### src/hdl/cpurm_consts.vh
// constants for the cpu programmer register model: offsets, fields, reset values, commands
`ifndef CPURM_CONSTS_VH
`define CPURM_CONSTS_VH

// apb byte offsets, one aligned word each
`define CPURM_OFS_ACC        8'h00
`define CPURM_OFS_IDX_HI     8'h04
`define CPURM_OFS_IDX_LO     8'h08
`define CPURM_OFS_STACK      8'h0c
`define CPURM_OFS_PC         8'h10
`define CPURM_OFS_FLAGS      8'h14
`define CPURM_OFS_OPERAND    8'h18
`define CPURM_OFS_CMD        8'h1c
`define CPURM_OFS_STATUS     8'h20
`define CPURM_OFS_EFF_ADDR   8'h24
`define CPURM_OFS_STACK_ADDR 8'h28

// condition flag bit positions
`define CPURM_FLAG_V         7
`define CPURM_FLAG_ONE6      6
`define CPURM_FLAG_ONE5      5
`define CPURM_FLAG_H         4
`define CPURM_FLAG_I         3
`define CPURM_FLAG_N         2
`define CPURM_FLAG_Z         1
`define CPURM_FLAG_C         0
`define CPURM_FLAG_FIXED     8'h60

// reset values
`define CPURM_RST_IDX_HI     8'h00
`define CPURM_RST_STACK      16'h00ff
`define CPURM_RST_FLAGS      8'h08
`define CPURM_RST_PC         16'h0000

// reset vector location, high byte first
`define CPURM_VEC_HI_ADDR    16'hfffe
`define CPURM_VEC_LO_ADDR    16'hffff

// bytes stacked on interrupt entry: pc low, pc high, index low, accumulator, flags
`define CPURM_IRQ_STACK_LEN  3'h5

// command codes written to the command register
`define CPURM_CMD_NOP        5'h00
`define CPURM_CMD_ADD        5'h01
`define CPURM_CMD_ADC        5'h02
`define CPURM_CMD_SUB        5'h03
`define CPURM_CMD_BCD        5'h04
`define CPURM_CMD_LOAD       5'h05
`define CPURM_CMD_SADD       5'h06
`define CPURM_CMD_STKL       5'h07
`define CPURM_CMD_CLRI       5'h08
`define CPURM_CMD_SEI        5'h09
`define CPURM_CMD_TAP        5'h0a
`define CPURM_CMD_PUSH       5'h0b
`define CPURM_CMD_PULL       5'h0c
`define CPURM_CMD_FETCH      5'h0d
`define CPURM_CMD_BRANCH     5'h0e
`define CPURM_CMD_BOUNDARY   5'h0f
`define CPURM_CMD_SHIFT_R    5'h10
`define CPURM_CMD_STORE      5'h11

// status register fields
`define CPURM_ST_BOOT_DONE   0
`define CPURM_ST_IRQ_BUSY    1
`define CPURM_ST_INHIBIT     2
`define CPURM_ST_IRQ_REQ     3

`endif

### src/hdl/cpurm_regs.v
// cpu programmer register model with apb slave, reset-vector fetch and interrupt mask timing
//
// Design decisions made here: the APB interface to the registers and the register offsets.
`timescale 1ns/10ps
// What this block does
// - reset never clears or loads the accumulator
// - reset forces index high byte to zero
// - index low byte keeps its contents across reset
// - reset loads stack pointer with 0x00ff
// - after reset, program counter loads vector from 0xfffe/0xffff, high byte first
// - program counter steps on each fetch unless a flow change loads it
// - stack pointer addresses next free stack byte anywhere in 64k
// - add-immediate-to-stack sign-extends the 8-bit operand and adds it
// - stack low byte reset changes only the low byte
// - indexed addressing uses full 16-bit index pair, high byte on top
// - flag bits 6 and 5 read one and ignore writes
// - bit 7 flags two's complement overflow on add and subtract; the branch command does not test it
// - bit 4 catches carry from bit 3 into bit 4 on add
// - decimal adjust uses half-carry and carry to correct bcd sums
// - mask bit one blocks maskable interrupts, zero accepts them
// - on interrupt entry mask is set after stacking, before service code
// - after an instruction clears the mask, next boundary takes no interrupt
// - bit 2 follows result msb, loads and stores included
// - bit 1 set when result, load or store value is zero
// - bit 0 carries out of bit 7 on add, borrow on subtract, shifts
`include "cpurm_consts.vh"

module cpurm_regs (
  input  wire        pclk,
  input  wire        presetn,
  input  wire        psel,
  input  wire        penable,
  input  wire        pwrite,
  input  wire [7:0]  paddr,
  input  wire [31:0] pwdata,
  output reg  [31:0] prdata,
  output wire        pready,
  output wire        pslverr,
  output reg         mem_rd,
  output reg  [15:0] mem_addr,
  input  wire [7:0]  mem_rdata,
  input  wire        irq_req,
  output reg         irq_accept,
  output wire [15:0] index_pointer,
  output wire [15:0] stack_pointer,
  output wire [15:0] program_counter
);

  ////////////////////////////////////////////////////////////////////////////
  // state codes
  localparam [1:0] BOOT_HI   = 2'h0;
  localparam [1:0] BOOT_LO   = 2'h1;
  localparam [1:0] BOOT_CAP  = 2'h2;
  localparam [1:0] BOOT_RUN  = 2'h3;

  localparam [1:0] IRQ_IDLE  = 2'h0;
  localparam [1:0] IRQ_STACK = 2'h1;
  localparam [1:0] IRQ_MASK  = 2'h2;

  ////////////////////////////////////////////////////////////////////////////
  // functions

  // 8-bit add with carry in; returns {v, h, c, sum}
  function [10:0] add8;
    input [7:0] a;
    input [7:0] b;
    input       cin;
    reg   [8:0] s;
    reg   [4:0] lo;
    begin
      s     = {1'b0, a} + {1'b0, b} + {8'h00, cin};
      lo    = {1'b0, a[3:0]} + {1'b0, b[3:0]} + {4'h0, cin};
      add8  = {(a[7] == b[7]) && (s[7] != a[7]), lo[4], s[8], s[7:0]};
    end
  endfunction

  // negative and zero of an 8-bit value; returns {n, z}
  function [1:0] nz8;
    input [7:0] v;
    begin
      nz8 = {v[7], (v == 8'h00)};
    end
  endfunction

  // sign extension of an 8-bit offset
  function [15:0] sext8;
    input [7:0] v;
    begin
      sext8 = {{8{v[7]}}, v};
    end
  endfunction

  ////////////////////////////////////////////////////////////////////////////
  // registers
  reg  [7:0]  acc_reg;
  reg  [7:0]  acc_next;
  reg  [7:0]  idx_lo_reg;
  reg  [7:0]  idx_lo_next;
  reg  [7:0]  idx_hi_reg;
  reg  [7:0]  idx_hi_next;
  reg  [15:0] sp_reg;
  reg  [15:0] sp_next;
  reg  [15:0] pc_reg;
  reg  [15:0] pc_next;
  reg  [7:0]  flags_reg;
  reg  [7:0]  flags_next;
  reg  [7:0]  operand_reg;
  reg  [7:0]  operand_next;
  reg  [15:0] stack_addr_reg;
  reg  [15:0] stack_addr_next;
  reg         inhibit_reg;
  reg         inhibit_next;
  reg  [1:0]  boot_reg;
  reg  [1:0]  boot_next;
  reg  [7:0]  vec_hi_reg;
  reg  [7:0]  vec_hi_next;
  reg  [1:0]  irq_reg;
  reg  [1:0]  irq_next;
  reg  [2:0]  irq_cnt_reg;
  reg  [2:0]  irq_cnt_next;

  wire        wr_en;
  wire        rd_setup;
  wire        mapped;
  wire        busy;
  wire        cmd_go;
  wire [4:0]  cmd;
  wire [15:0] eff_addr;
  reg  [31:0] rd_mux;
  reg  [10:0] alu;
  reg  [7:0]  bcd_corr;
  reg         bcd_carry;
  reg  [8:0]  bcd_sum;

  ////////////////////////////////////////////////////////////////////////////
  // apb decode; zero wait states, unmapped offsets answer with an error
  assign wr_en    = psel && penable && pwrite;
  assign rd_setup = psel && !penable && !pwrite;
  assign pready   = 1'b1;
  assign mapped   = (paddr[1:0] == 2'b00) && (paddr <= `CPURM_OFS_STACK_ADDR);
  assign pslverr  = psel && penable && !mapped;

  // commands are dropped while boot or interrupt entry owns the registers
  assign busy     = (boot_reg != BOOT_RUN) || (irq_reg != IRQ_IDLE);
  assign cmd_go   = wr_en && (paddr == `CPURM_OFS_CMD) && !busy;
  assign cmd      = pwdata[4:0];

  assign eff_addr        = {idx_hi_reg, idx_lo_reg} + {8'h00, operand_reg};
  assign index_pointer   = {idx_hi_reg, idx_lo_reg};
  assign stack_pointer   = sp_reg;
  assign program_counter = pc_reg;

  ////////////////////////////////////////////////////////////////////////////
  // read mux; fixed flag bits always read one
  always @* begin
    rd_mux = 32'h0000_0000;
    case (paddr)
      `CPURM_OFS_ACC:        rd_mux = {24'h000000, acc_reg};
      `CPURM_OFS_IDX_HI:     rd_mux = {24'h000000, idx_hi_reg};
      `CPURM_OFS_IDX_LO:     rd_mux = {24'h000000, idx_lo_reg};
      `CPURM_OFS_STACK:      rd_mux = {16'h0000, sp_reg};
      `CPURM_OFS_PC:         rd_mux = {16'h0000, pc_reg};
      `CPURM_OFS_FLAGS:      rd_mux = {24'h000000, flags_reg | `CPURM_FLAG_FIXED};
      `CPURM_OFS_OPERAND:    rd_mux = {24'h000000, operand_reg};
      `CPURM_OFS_STATUS:     rd_mux = {28'h0000000, irq_req, inhibit_reg, (irq_reg != IRQ_IDLE),
                                       (boot_reg == BOOT_RUN)};
      `CPURM_OFS_EFF_ADDR:   rd_mux = {16'h0000, eff_addr};
      `CPURM_OFS_STACK_ADDR: rd_mux = {16'h0000, stack_addr_reg};
      default:               rd_mux = 32'h0000_0000;
    endcase
  end

  // read data captured in the setup cycle so it comes from a flop
  always @(posedge pclk or negedge presetn) begin
    if (!presetn) begin
      prdata <= 32'h0000_0000;
    end else if (rd_setup) begin
      prdata <= rd_mux;
    end
  end

  ////////////////////////////////////////////////////////////////////////////
  // arithmetic helpers shared by the command decode
  always @* begin
    alu       = 11'h000;
    bcd_corr  = 8'h00;
    bcd_carry = flags_reg[`CPURM_FLAG_C];
    case (cmd)
      `CPURM_CMD_ADD: alu = add8(acc_reg, operand_reg, 1'b0);
      `CPURM_CMD_ADC: alu = add8(acc_reg, operand_reg, flags_reg[`CPURM_FLAG_C]);
      `CPURM_CMD_SUB: alu = add8(acc_reg, ~operand_reg, 1'b1);
      default:        alu = 11'h000;
    endcase
    // bcd correction: six in the low nibble on half-carry or past nine, six in the high nibble on carry or a byte past 0x99
    if (flags_reg[`CPURM_FLAG_H] || (acc_reg[3:0] > 4'h9)) begin
      bcd_corr[3:0] = 4'h6;
    end
    if (flags_reg[`CPURM_FLAG_C] || (acc_reg > 8'h99)) begin
      bcd_corr[7:4] = 4'h6;
      bcd_carry     = 1'b1;
    end
    bcd_sum = {1'b0, acc_reg} + {1'b0, bcd_corr};
  end

  ////////////////////////////////////////////////////////////////////////////
  // next-state logic for the programmer-visible registers
  always @* begin
    acc_next        = acc_reg;
    idx_lo_next     = idx_lo_reg;
    idx_hi_next     = idx_hi_reg;
    sp_next         = sp_reg;
    pc_next         = pc_reg;
    flags_next      = flags_reg;
    operand_next    = operand_reg;
    stack_addr_next = stack_addr_reg;
    inhibit_next    = inhibit_reg;
    boot_next       = boot_reg;
    vec_hi_next     = vec_hi_reg;
    irq_next        = irq_reg;
    irq_cnt_next    = irq_cnt_reg;
    irq_accept      = 1'b0;
    mem_rd          = 1'b0;
    mem_addr        = 16'h0000;

    // direct software writes
    if (wr_en) begin
      case (paddr)
        `CPURM_OFS_ACC:     acc_next     = pwdata[7:0];
        `CPURM_OFS_IDX_HI:  idx_hi_next  = pwdata[7:0];
        `CPURM_OFS_IDX_LO:  idx_lo_next  = pwdata[7:0];
        `CPURM_OFS_STACK:   sp_next      = pwdata[15:0];
        `CPURM_OFS_PC:      pc_next      = pwdata[15:0];
        `CPURM_OFS_FLAGS:   flags_next   = pwdata[7:0] & ~`CPURM_FLAG_FIXED;
        `CPURM_OFS_OPERAND: operand_next = pwdata[7:0];
        default:            operand_next = operand_reg;
      endcase
    end

    // reset vector fetch, one byte a cycle, data back the cycle after
    case (boot_reg)
      BOOT_HI: begin
        mem_rd    = 1'b1;
        mem_addr  = `CPURM_VEC_HI_ADDR;
        boot_next = BOOT_LO;
      end
      BOOT_LO: begin
        mem_rd      = 1'b1;
        mem_addr    = `CPURM_VEC_LO_ADDR;
        vec_hi_next = mem_rdata;
        boot_next   = BOOT_CAP;
      end
      BOOT_CAP: begin
        pc_next   = {vec_hi_reg, mem_rdata};
        boot_next = BOOT_RUN;
      end
      default: boot_next = BOOT_RUN;
    endcase

    // interrupt entry: stack five bytes, then raise the mask
    case (irq_reg)
      IRQ_STACK: begin
        stack_addr_next = sp_reg;
        sp_next         = sp_reg - 16'h0001;
        irq_cnt_next    = irq_cnt_reg - 3'h1;
        if (irq_cnt_reg == 3'h1) begin
          irq_next = IRQ_MASK;
        end
      end
      IRQ_MASK: begin
        flags_next[`CPURM_FLAG_I] = 1'b1;
        irq_next                  = IRQ_IDLE;
      end
      default: irq_next = IRQ_IDLE;
    endcase

    // command execution
    if (cmd_go) begin
      case (cmd)
        `CPURM_CMD_ADD, `CPURM_CMD_ADC: begin
          acc_next                  = alu[7:0];
          flags_next[`CPURM_FLAG_V] = alu[10];
          flags_next[`CPURM_FLAG_H] = alu[9];
          flags_next[`CPURM_FLAG_C] = alu[8];
          {flags_next[`CPURM_FLAG_N], flags_next[`CPURM_FLAG_Z]} = nz8(alu[7:0]);
        end
        `CPURM_CMD_SUB: begin
          acc_next                  = alu[7:0];
          flags_next[`CPURM_FLAG_V] = alu[10];
          flags_next[`CPURM_FLAG_C] = !alu[8];
          flags_next[`CPURM_FLAG_N] = alu[7];
          flags_next[`CPURM_FLAG_Z] = (alu[7:0] == 8'h00);
        end
        `CPURM_CMD_BCD: begin
          acc_next                  = bcd_sum[7:0];
          flags_next[`CPURM_FLAG_C] = bcd_carry;
          flags_next[`CPURM_FLAG_N] = bcd_sum[7];
          flags_next[`CPURM_FLAG_Z] = (bcd_sum[7:0] == 8'h00);
        end
        `CPURM_CMD_LOAD: begin
          acc_next                  = operand_reg;
          flags_next[`CPURM_FLAG_V] = 1'b0;
          flags_next[`CPURM_FLAG_N] = operand_reg[7];
          flags_next[`CPURM_FLAG_Z] = (operand_reg == 8'h00);
        end
        `CPURM_CMD_STORE: begin
          // store of the accumulator: flags follow the stored value
          flags_next[`CPURM_FLAG_V] = 1'b0;
          flags_next[`CPURM_FLAG_N] = acc_reg[7];
          flags_next[`CPURM_FLAG_Z] = (acc_reg == 8'h00);
        end
        `CPURM_CMD_SHIFT_R: begin
          acc_next                  = {1'b0, acc_reg[7:1]};
          flags_next[`CPURM_FLAG_C] = acc_reg[0];
          flags_next[`CPURM_FLAG_N] = 1'b0;
          flags_next[`CPURM_FLAG_Z] = (acc_reg[7:1] == 7'h00);
          flags_next[`CPURM_FLAG_V] = acc_reg[0];
        end
        `CPURM_CMD_SADD: begin
          sp_next = sp_reg + sext8(operand_reg);
        end
        `CPURM_CMD_STKL: begin
          sp_next = {sp_reg[15:8], 8'hff};
        end
        `CPURM_CMD_CLRI: begin
          flags_next[`CPURM_FLAG_I] = 1'b0;
          inhibit_next              = flags_reg[`CPURM_FLAG_I];
        end
        `CPURM_CMD_SEI: begin
          flags_next[`CPURM_FLAG_I] = 1'b1;
        end
        `CPURM_CMD_TAP: begin
          flags_next   = acc_reg & ~`CPURM_FLAG_FIXED;
          inhibit_next = flags_reg[`CPURM_FLAG_I] && !acc_reg[`CPURM_FLAG_I];
        end
        `CPURM_CMD_PUSH: begin
          stack_addr_next = sp_reg;
          sp_next         = sp_reg - 16'h0001;
        end
        `CPURM_CMD_PULL: begin
          stack_addr_next = sp_reg + 16'h0001;
          sp_next         = sp_reg + 16'h0001;
        end
        `CPURM_CMD_FETCH: begin
          pc_next = pc_reg + 16'h0001;
        end
        `CPURM_CMD_BRANCH: begin
          pc_next = pc_reg + sext8(operand_reg);
        end
        `CPURM_CMD_BOUNDARY: begin
          // one instruction always runs after CLRI or TAP clears the mask; a direct flags write sets no inhibit
          inhibit_next = 1'b0;
          if (irq_req && !flags_reg[`CPURM_FLAG_I] && !inhibit_reg) begin
            irq_accept   = 1'b1;
            irq_next     = IRQ_STACK;
            irq_cnt_next = `CPURM_IRQ_STACK_LEN;
          end
        end
        default: inhibit_next = inhibit_reg;
      endcase
    end
  end

  ////////////////////////////////////////////////////////////////////////////
  // accumulator and index low byte have no reset at all
  always @(posedge pclk) begin
    acc_reg    <= acc_next;
    idx_lo_reg <= idx_lo_next;
  end

  // everything else resets asynchronously to constants
  always @(posedge pclk or negedge presetn) begin
    if (!presetn) begin
      idx_hi_reg     <= `CPURM_RST_IDX_HI;
      sp_reg         <= `CPURM_RST_STACK;
      pc_reg         <= `CPURM_RST_PC;
      flags_reg      <= `CPURM_RST_FLAGS;
      operand_reg    <= 8'h00;
      stack_addr_reg <= 16'h0000;
      inhibit_reg    <= 1'b0;
      boot_reg       <= BOOT_HI;
      vec_hi_reg     <= 8'h00;
      irq_reg        <= IRQ_IDLE;
      irq_cnt_reg    <= 3'h0;
    end else begin
      idx_hi_reg     <= idx_hi_next;
      sp_reg         <= sp_next;
      pc_reg         <= pc_next;
      flags_reg      <= flags_next;
      operand_reg    <= operand_next;
      stack_addr_reg <= stack_addr_next;
      inhibit_reg    <= inhibit_next;
      boot_reg       <= boot_next;
      vec_hi_reg     <= vec_hi_next;
      irq_reg        <= irq_next;
      irq_cnt_reg    <= irq_cnt_next;
    end
  end

endmodule

### config.mk
export PLATFORM = sky130hd
export DESIGN_NAME = cpurm_regs
export DESIGN_NICKNAME = d
export VERILOG_FILES = /design/src/hdl/cpurm_regs.v
export VERILOG_INCLUDE_DIRS = /design/src /design/src/hdl
export SDC_FILE = /design/constraint.sdc
export NUM_CORES = 1
export LEC_CHECK = 0
export BUFFER_PORTS_ARGS = -buffer_cell sky130_fd_sc_hd__buf_2
export CAP_MARGIN = 20
export CORE_MARGIN = 2
export CORE_UTILIZATION = 55
export DETAILED_ROUTE_END_ITERATION = 12
export PLACE_DENSITY_LB_ADDON = 0.15
export SYNTH_ARGS = -nofsm -noshare
export SYNTH_HDL_FRONTEND = slang
export SYNTH_SLANG_ARGS = --single-unit
export TNS_END_PERCENT = 20
### constraint.sdc
create_clock -name pclk -period 6 [get_ports pclk]
set_input_delay 1.2 -clock pclk [delete_from_list [all_inputs] [get_ports pclk]]
set_output_delay 1.2 -clock pclk [all_outputs]
set_load 0.02 [all_outputs]
==> results of run 1 <==
## final timing paths
| kind | startpoint | endpoint | slack [ns] | depth (start not counted) |
|---|---|---|---|---|
| max reg2reg | operand_reg[1]$_DFFE_PN0P_ | flags_reg[1]$_DFF_PN0_ | 2.18 | 10 |
| min | prdata[3]$_DFFE_PN0P_ | prdata[3]$_DFFE_PN0P_ | 0.48 | 2 |
| max | pwdata[4] | irq_accept | 1.44 | 8 |
| min in group asynchronous | presetn | flags_reg[7]$_DFF_PN0_ | 0.92 | 1 |
| min reg2reg | prdata[3]$_DFFE_PN0P_ | prdata[3]$_DFFE_PN0P_ | 0.48 | 2 |
| max in group asynchronous | presetn | stack_pointer[6]$_DFF_PN1_ | 4.03 | 2 |
## final cells by class
type / instances / area share (%)
Multi-Input combinational cell: 1119 / 60.6
Clock buffer: 19 / 3.68
Clock inverter: 13 / 1.38
Tap cell: 270 / 2.75
Timing Repair Buffer: 140 / 6.20
Inverter: 41 / 1.25
Sequential cell: 118 / 24.2
## placed cells by master, fill, tap and decap left out, types with 31 or more instances in the layout
cell and count:
inv_1 39, nor3_1 45, buf_2 120, o22ai_1 31, dfrtp_1 93, a21oi_1 104
mux2i_1 35, nand3_1 44, nand2_1 121, xnor2_1 35, nor2_1 131, o21ai_0 88
xor2_1 39, ha_1 64
## where the power goes
| group | switching (uW) | internal (uW) |
|---|---|---|
| logic | 173 | 92.0 |
| clock network | 413 | 680 |
| registers | 34.8 | 820 |
| total | 621 | 1590 |
## cell families (layout without fill, tap and decap cells)
| kind of cell | Yosys count | after routing |
|---|---|---|
| compound gates | 416 | 416 |
| xor+xnor | 76 | 76 |
| fa+ha+maj | 71 | 71 |
| buf+inv | 157 | 213 |
| flops | 118 | 118 |
| mux | 61 | 61 |
| other cells | 2 | 17 |
| simple gates | 478 | 478 |
## metal layers
metal	track usage, %	routed length [um]	vias up
met5	0	0	-
met4	16.7	2050	0
met3	7.12	3620	139
met2	55.6	17200	655
met1	47.8	15900	5398
li1	-	-	5191
## synth_stat cells, drive strengths merged, types with 10 or more instances
cell and n:
a211oi 17, a21o 17, a21oi 104, a221oi 12, a222oi 16, a22oi 17, a31oi 21, and3 17
buf 59, clkbuf 57, dfrtp 93, ha 64, inv 40, mux2 26, mux2i 35, nand2 122
nand2b 15, nand3 44, nand3b 10, nand4 11, nor2 135, nor2b 12, nor3 51, nor4 10
o21ai 93, o22ai 31, or3 13, xnor2 36, xor2 39
## through the flow
step           std cells  setup slack, ns  hold WS [ns]
6_report            1720             1.44         0.478
5_1_grt             1720             1.29         0.502
4_1_cts             1718             1.46         0.479
3_5_place_dp        1686             1.33         0.465
3_3_place_gp        1684             1.40         0.457
2_1_floorplan       1394             2.14         0.474
## worst max-delay path, stage by stage
cell and delay [ns]:
buf_2 0.24, clkinv_1 0.29, nand3_1 0.36, or2_2 0.44, nor4b_1 0.30, nand2_1 0.22, inv_1 0.12, buf_2 0.17
==> impl_metrics.ini, run 1 <==
[placement]
place_hpwl_um = 27800
post_dp_cell_area_um2 = 11700
portBuffers = 120
gp_congestion = 0.949

[timing]
slew_violations = 0
max_freq_ghz = 0.220
period_share_pct = 75.9
tns_ns = 0
relSlewSlack_pct = 28.0
rsz0062_at_grt = no
min_period_ns = 4.56
hold_violations = 0
setup_viol = 0
finClkSkew_ns = 0.0111
worstMarginPinSlew_ns = 1.08

[floorplan]
die-area_um2 = 21400
core.rowCount = 52
initial_core_util_pct = 55.5
die_w_um = 146
fp.coreArea_um2 = 20000
ioPinCount = 154
die_h_um = 146

[clock_network]
cts_resized = 0
cts_root_buf = clkbuf_16
h-tree-depth = 4
cts_num_sinks = 118
cts_hold_buf = 0
cts_tree = yes
clock_latency_ns = 0.43
cts_buffers = 17
cts_setup_buffers = 0
clockBufferDepth = 2
clk_pin_slew_ns = 0.06

[synthesis]
yosys.area_share.simple_pct = 21.4
synth_top_family_by_area = compound AO/OA/AOI/OAI gates
yosys.area.top_type_share_pct = 20.9
synthTopCellsByArea = dfrtp_1 21%, ha_1 7.2%, a21oi_1 4.7%, nor2_1 4.5%, nand2_1 4.1%
synthesis.area_um2 = 11100
ys_dominant_reg_cell = dfrtp_1
ys_ff_latch = 118
netlist_instances = 1379
ys_warn_count = 0
synthAdderAreaFrac_pct = 8.37
synth_xor_xnor_area_share_pct = 6.28
synth_compound_area_share_pct = 24.5
async_flop_share_pct = 86.4
yosys.area.top_type = dfrtp_1
synth-edff-count = 9
synth_area_per_cell_um2 = 8.06
yosysUniqueCellTypes = 98
yosysSeqAreaShare_pct = 26.7
synthMuxAreaShare_pct = 5.78

[pwr]
power_density_nw_per_um2 = 180
p_leak_uw = 0.00541
totalPowerFinal_uw = 2210
irDropWorstVdd_v = 0.000208

[worst_setup_path]
arrival_ns = 3.36
critical_path_required_ns = 4.80
crit_type = primary input to output pin
cp-end-kind = output pin
cp-start-kind = primary input
crit_fanout = 15

[cells_and_area]
drive_above_1_share_pct = 16.3
regArea_um2 = 2970
multi_input_area_um2 = 7450
fin_area_um2 = 12300
finish.utilization_pct = 61.4
area_delta_synth_final_pct = 10.6
fin_nets = 1561
fillCellCount = 1857
diodes = 0

[outcome]
status = completed

[routing]
wirelength_um = 38800
drt-initial-drc-count = 1386
dr.pass1.iters = 7
vias_per_cell = 6.62
drc = 0
wl_per_cell_um = 22.5
ant_nets = 0
route.vias.total = 11400

[worst_hold_path]
hp-class = register to register

[grt]
grt_pass1_wl_um = 60000
grt_usage_pct = 35.6
grt_max_degree = 68
overflow = 0
antenna_found_initial = 0
first_global_vias = 10600

[job]
drv_cap = 0
(Power assumes the default switching activity.)
==> run 2, diff against run 1 <==
Clock period 6 ns to 4.3 ns, I/O delays scaled along.
==> run 2 against run 1 <==
- worst hold slack lost 0.0036 ns
- combinational power up 44%
- sequential share of layout area is 0.22 points lower
- first-iteration DRC count down 4.3%
- largest power group unchanged
- critical path depth is 2 higher
- clock skew up 0.0037 ns
- sequential power grew 39%
- clock power is 34% higher
- wire length increased by 0.29%
- worst setup slack lost 0.75 ns
- via count up 1.4%
==> impl_metrics.ini, run 2 (same netlist as run 1, synthesis figures left out) <==
[routing]
vias_per_cell = 6.63
drc = 0
dr.pass1.iters = 8
wl_per_cell_um = 22.3
drt-initial-drc-count = 1326
route.vias.total = 11500
wirelength_um = 38900
ant_nets = 0

[floorplan]
core.rowCount = 52
ioPinCount = 154
initial_core_util_pct = 55.5
die-area_um2 = 21400
die_h_um = 146
die_w_um = 146
fp.coreArea_um2 = 20000

[pwr]
power_density_nw_per_um2 = 244
p_leak_uw = 0.00550
totalPowerFinal_uw = 3030
irDropWorstVdd_v = 0.000284

[clock_network]
cts_resized = 0
clk_pin_slew_ns = 0.07
cts_buffers = 17
cts_root_buf = clkbuf_16
cts_setup_buffers = 0
clockBufferDepth = 2
clock_latency_ns = 0.44
cts_tree = yes
cts_hold_buf = 0
h-tree-depth = 4
cts_num_sinks = 118

[cells_and_area]
area_delta_synth_final_pct = 11.7
diodes = 0
fillCellCount = 1874
final_common_cell = nor2_1
fin_nets = 1581
drive_above_1_share_pct = 17.4
mostFrequentLayoutCells = 131 x nor2_1, 121 x nand2_1, 119 x buf_2

[worst_setup_path]
reg2reg_depth = 10
cp-start-kind = register
crit_fanout = 10
critical_path_required_ns = 4.59
crit_type = register to register
cp-end-kind = register
arrival_ns = 3.90

[grt]
antenna_found_initial = 0
overflow = 0
grt_max_degree = 56
first_global_vias = 10700
grt_usage_pct = 35.9
grt_pass1_wl_um = 60200

[timing]
tns_ns = 0
max_freq_ghz = 0.278
min_period_ns = 3.60
setup_viol = 0
finClkSkew_ns = 0.0148
slew_violations = 0
worstMarginPinSlew_ns = 1.12
relSlewSlack_pct = 25.1
period_share_pct = 83.8
hold_violations = 0
rsz0062_at_grt = no

[worst_hold_path]
min_path_cells = 1
hp-class = register to register

[placement]
portBuffers = 120
place_hpwl_um = 28400
gp_congestion = 0.960

[job]
drv_cap = 0

[outcome]
status = completed
## run 2: final timing paths
path | from | end | slack [ns]
worst max-delay path | operand_reg[1]$_DFFE_PN0P_ | flags_reg[1]$_DFF_PN0_ | 0.70
worst min-delay path | prdata[1]$_DFFE_PN0P_ | prdata[1]$_DFFE_PN0P_ | 0.47
worst max register to register | operand_reg[1]$_DFFE_PN0P_ | flags_reg[1]$_DFF_PN0_ | 0.70
worst min register to register | prdata[1]$_DFFE_PN0P_ | prdata[1]$_DFFE_PN0P_ | 0.47
max in group asynchronous | presetn | vec_hi_reg[1]$_DFFE_PN0P_ | 2.92
min in group asynchronous | presetn | irq_cnt_reg[0]$_DFF_PN0_ | 0.51
## run 2: power by group
| group | leakage, uW | switching [uW] | total (uW) | internal (uW) |
|---|---|---|---|---|
| combinational | 0.00380 | 246 | 381 | 134 |
| sequential | 0.00140 | 44.8 | 1190 | 1140 |
| clock | 0.000289 | 582 | 1460 | 874 |
## run 2: critical path, stage by stage (launching register included)
cell	delay (ns)
dfrtp_1	0.64
inv_1	0.27
fa_1	0.54
or3_4	0.45
a311oi_1	0.27
a311oi_1	0.08
a21oi_1	0.40
a21o_2	0.20
nand2_1	0.04
o21ai_0	0.43
o31ai_1	0.15
## run 2: routing by layer
layer  vias to the layer above  track usage [%]  routed length, um
li1                       5233                -                  -
met3                       127             6.31               3460
met5                         -                0                  0
met2                       623             55.8              17600
met1                      5554             48.5              16000
met4                         0             17.7               1810
## run 2: cell type report
type / count / area, um2 / share of cell area, %
multi-input cells: 1119 / 7450 / 60.0
flip-flops and latches: 118 / 2970 / 24.0
repair buffers: 160 / 911 / 7.34
clock buffers: 19 / 443 / 3.57
well taps: 270 / 338 / 2.72
inverters: 41 / 154 / 1.24
clock inverters: 13 / 146 / 1.18
## run 2: metrics by stage
step                instances  utilization [%]  hold WS, ns  instance area, um2  setup slack [ns]
global route             1740             62.0        0.498               12400             0.577
finish                   1740             62.0        0.474               12400             0.699
global placement         1707             58.9        0.456               11800             0.582
floorplan                1394                -        0.474               11200             0.779
CTS                      1739             61.9        0.476               12400             0.760
detailed placement       1707             58.9        0.462               11800             0.553
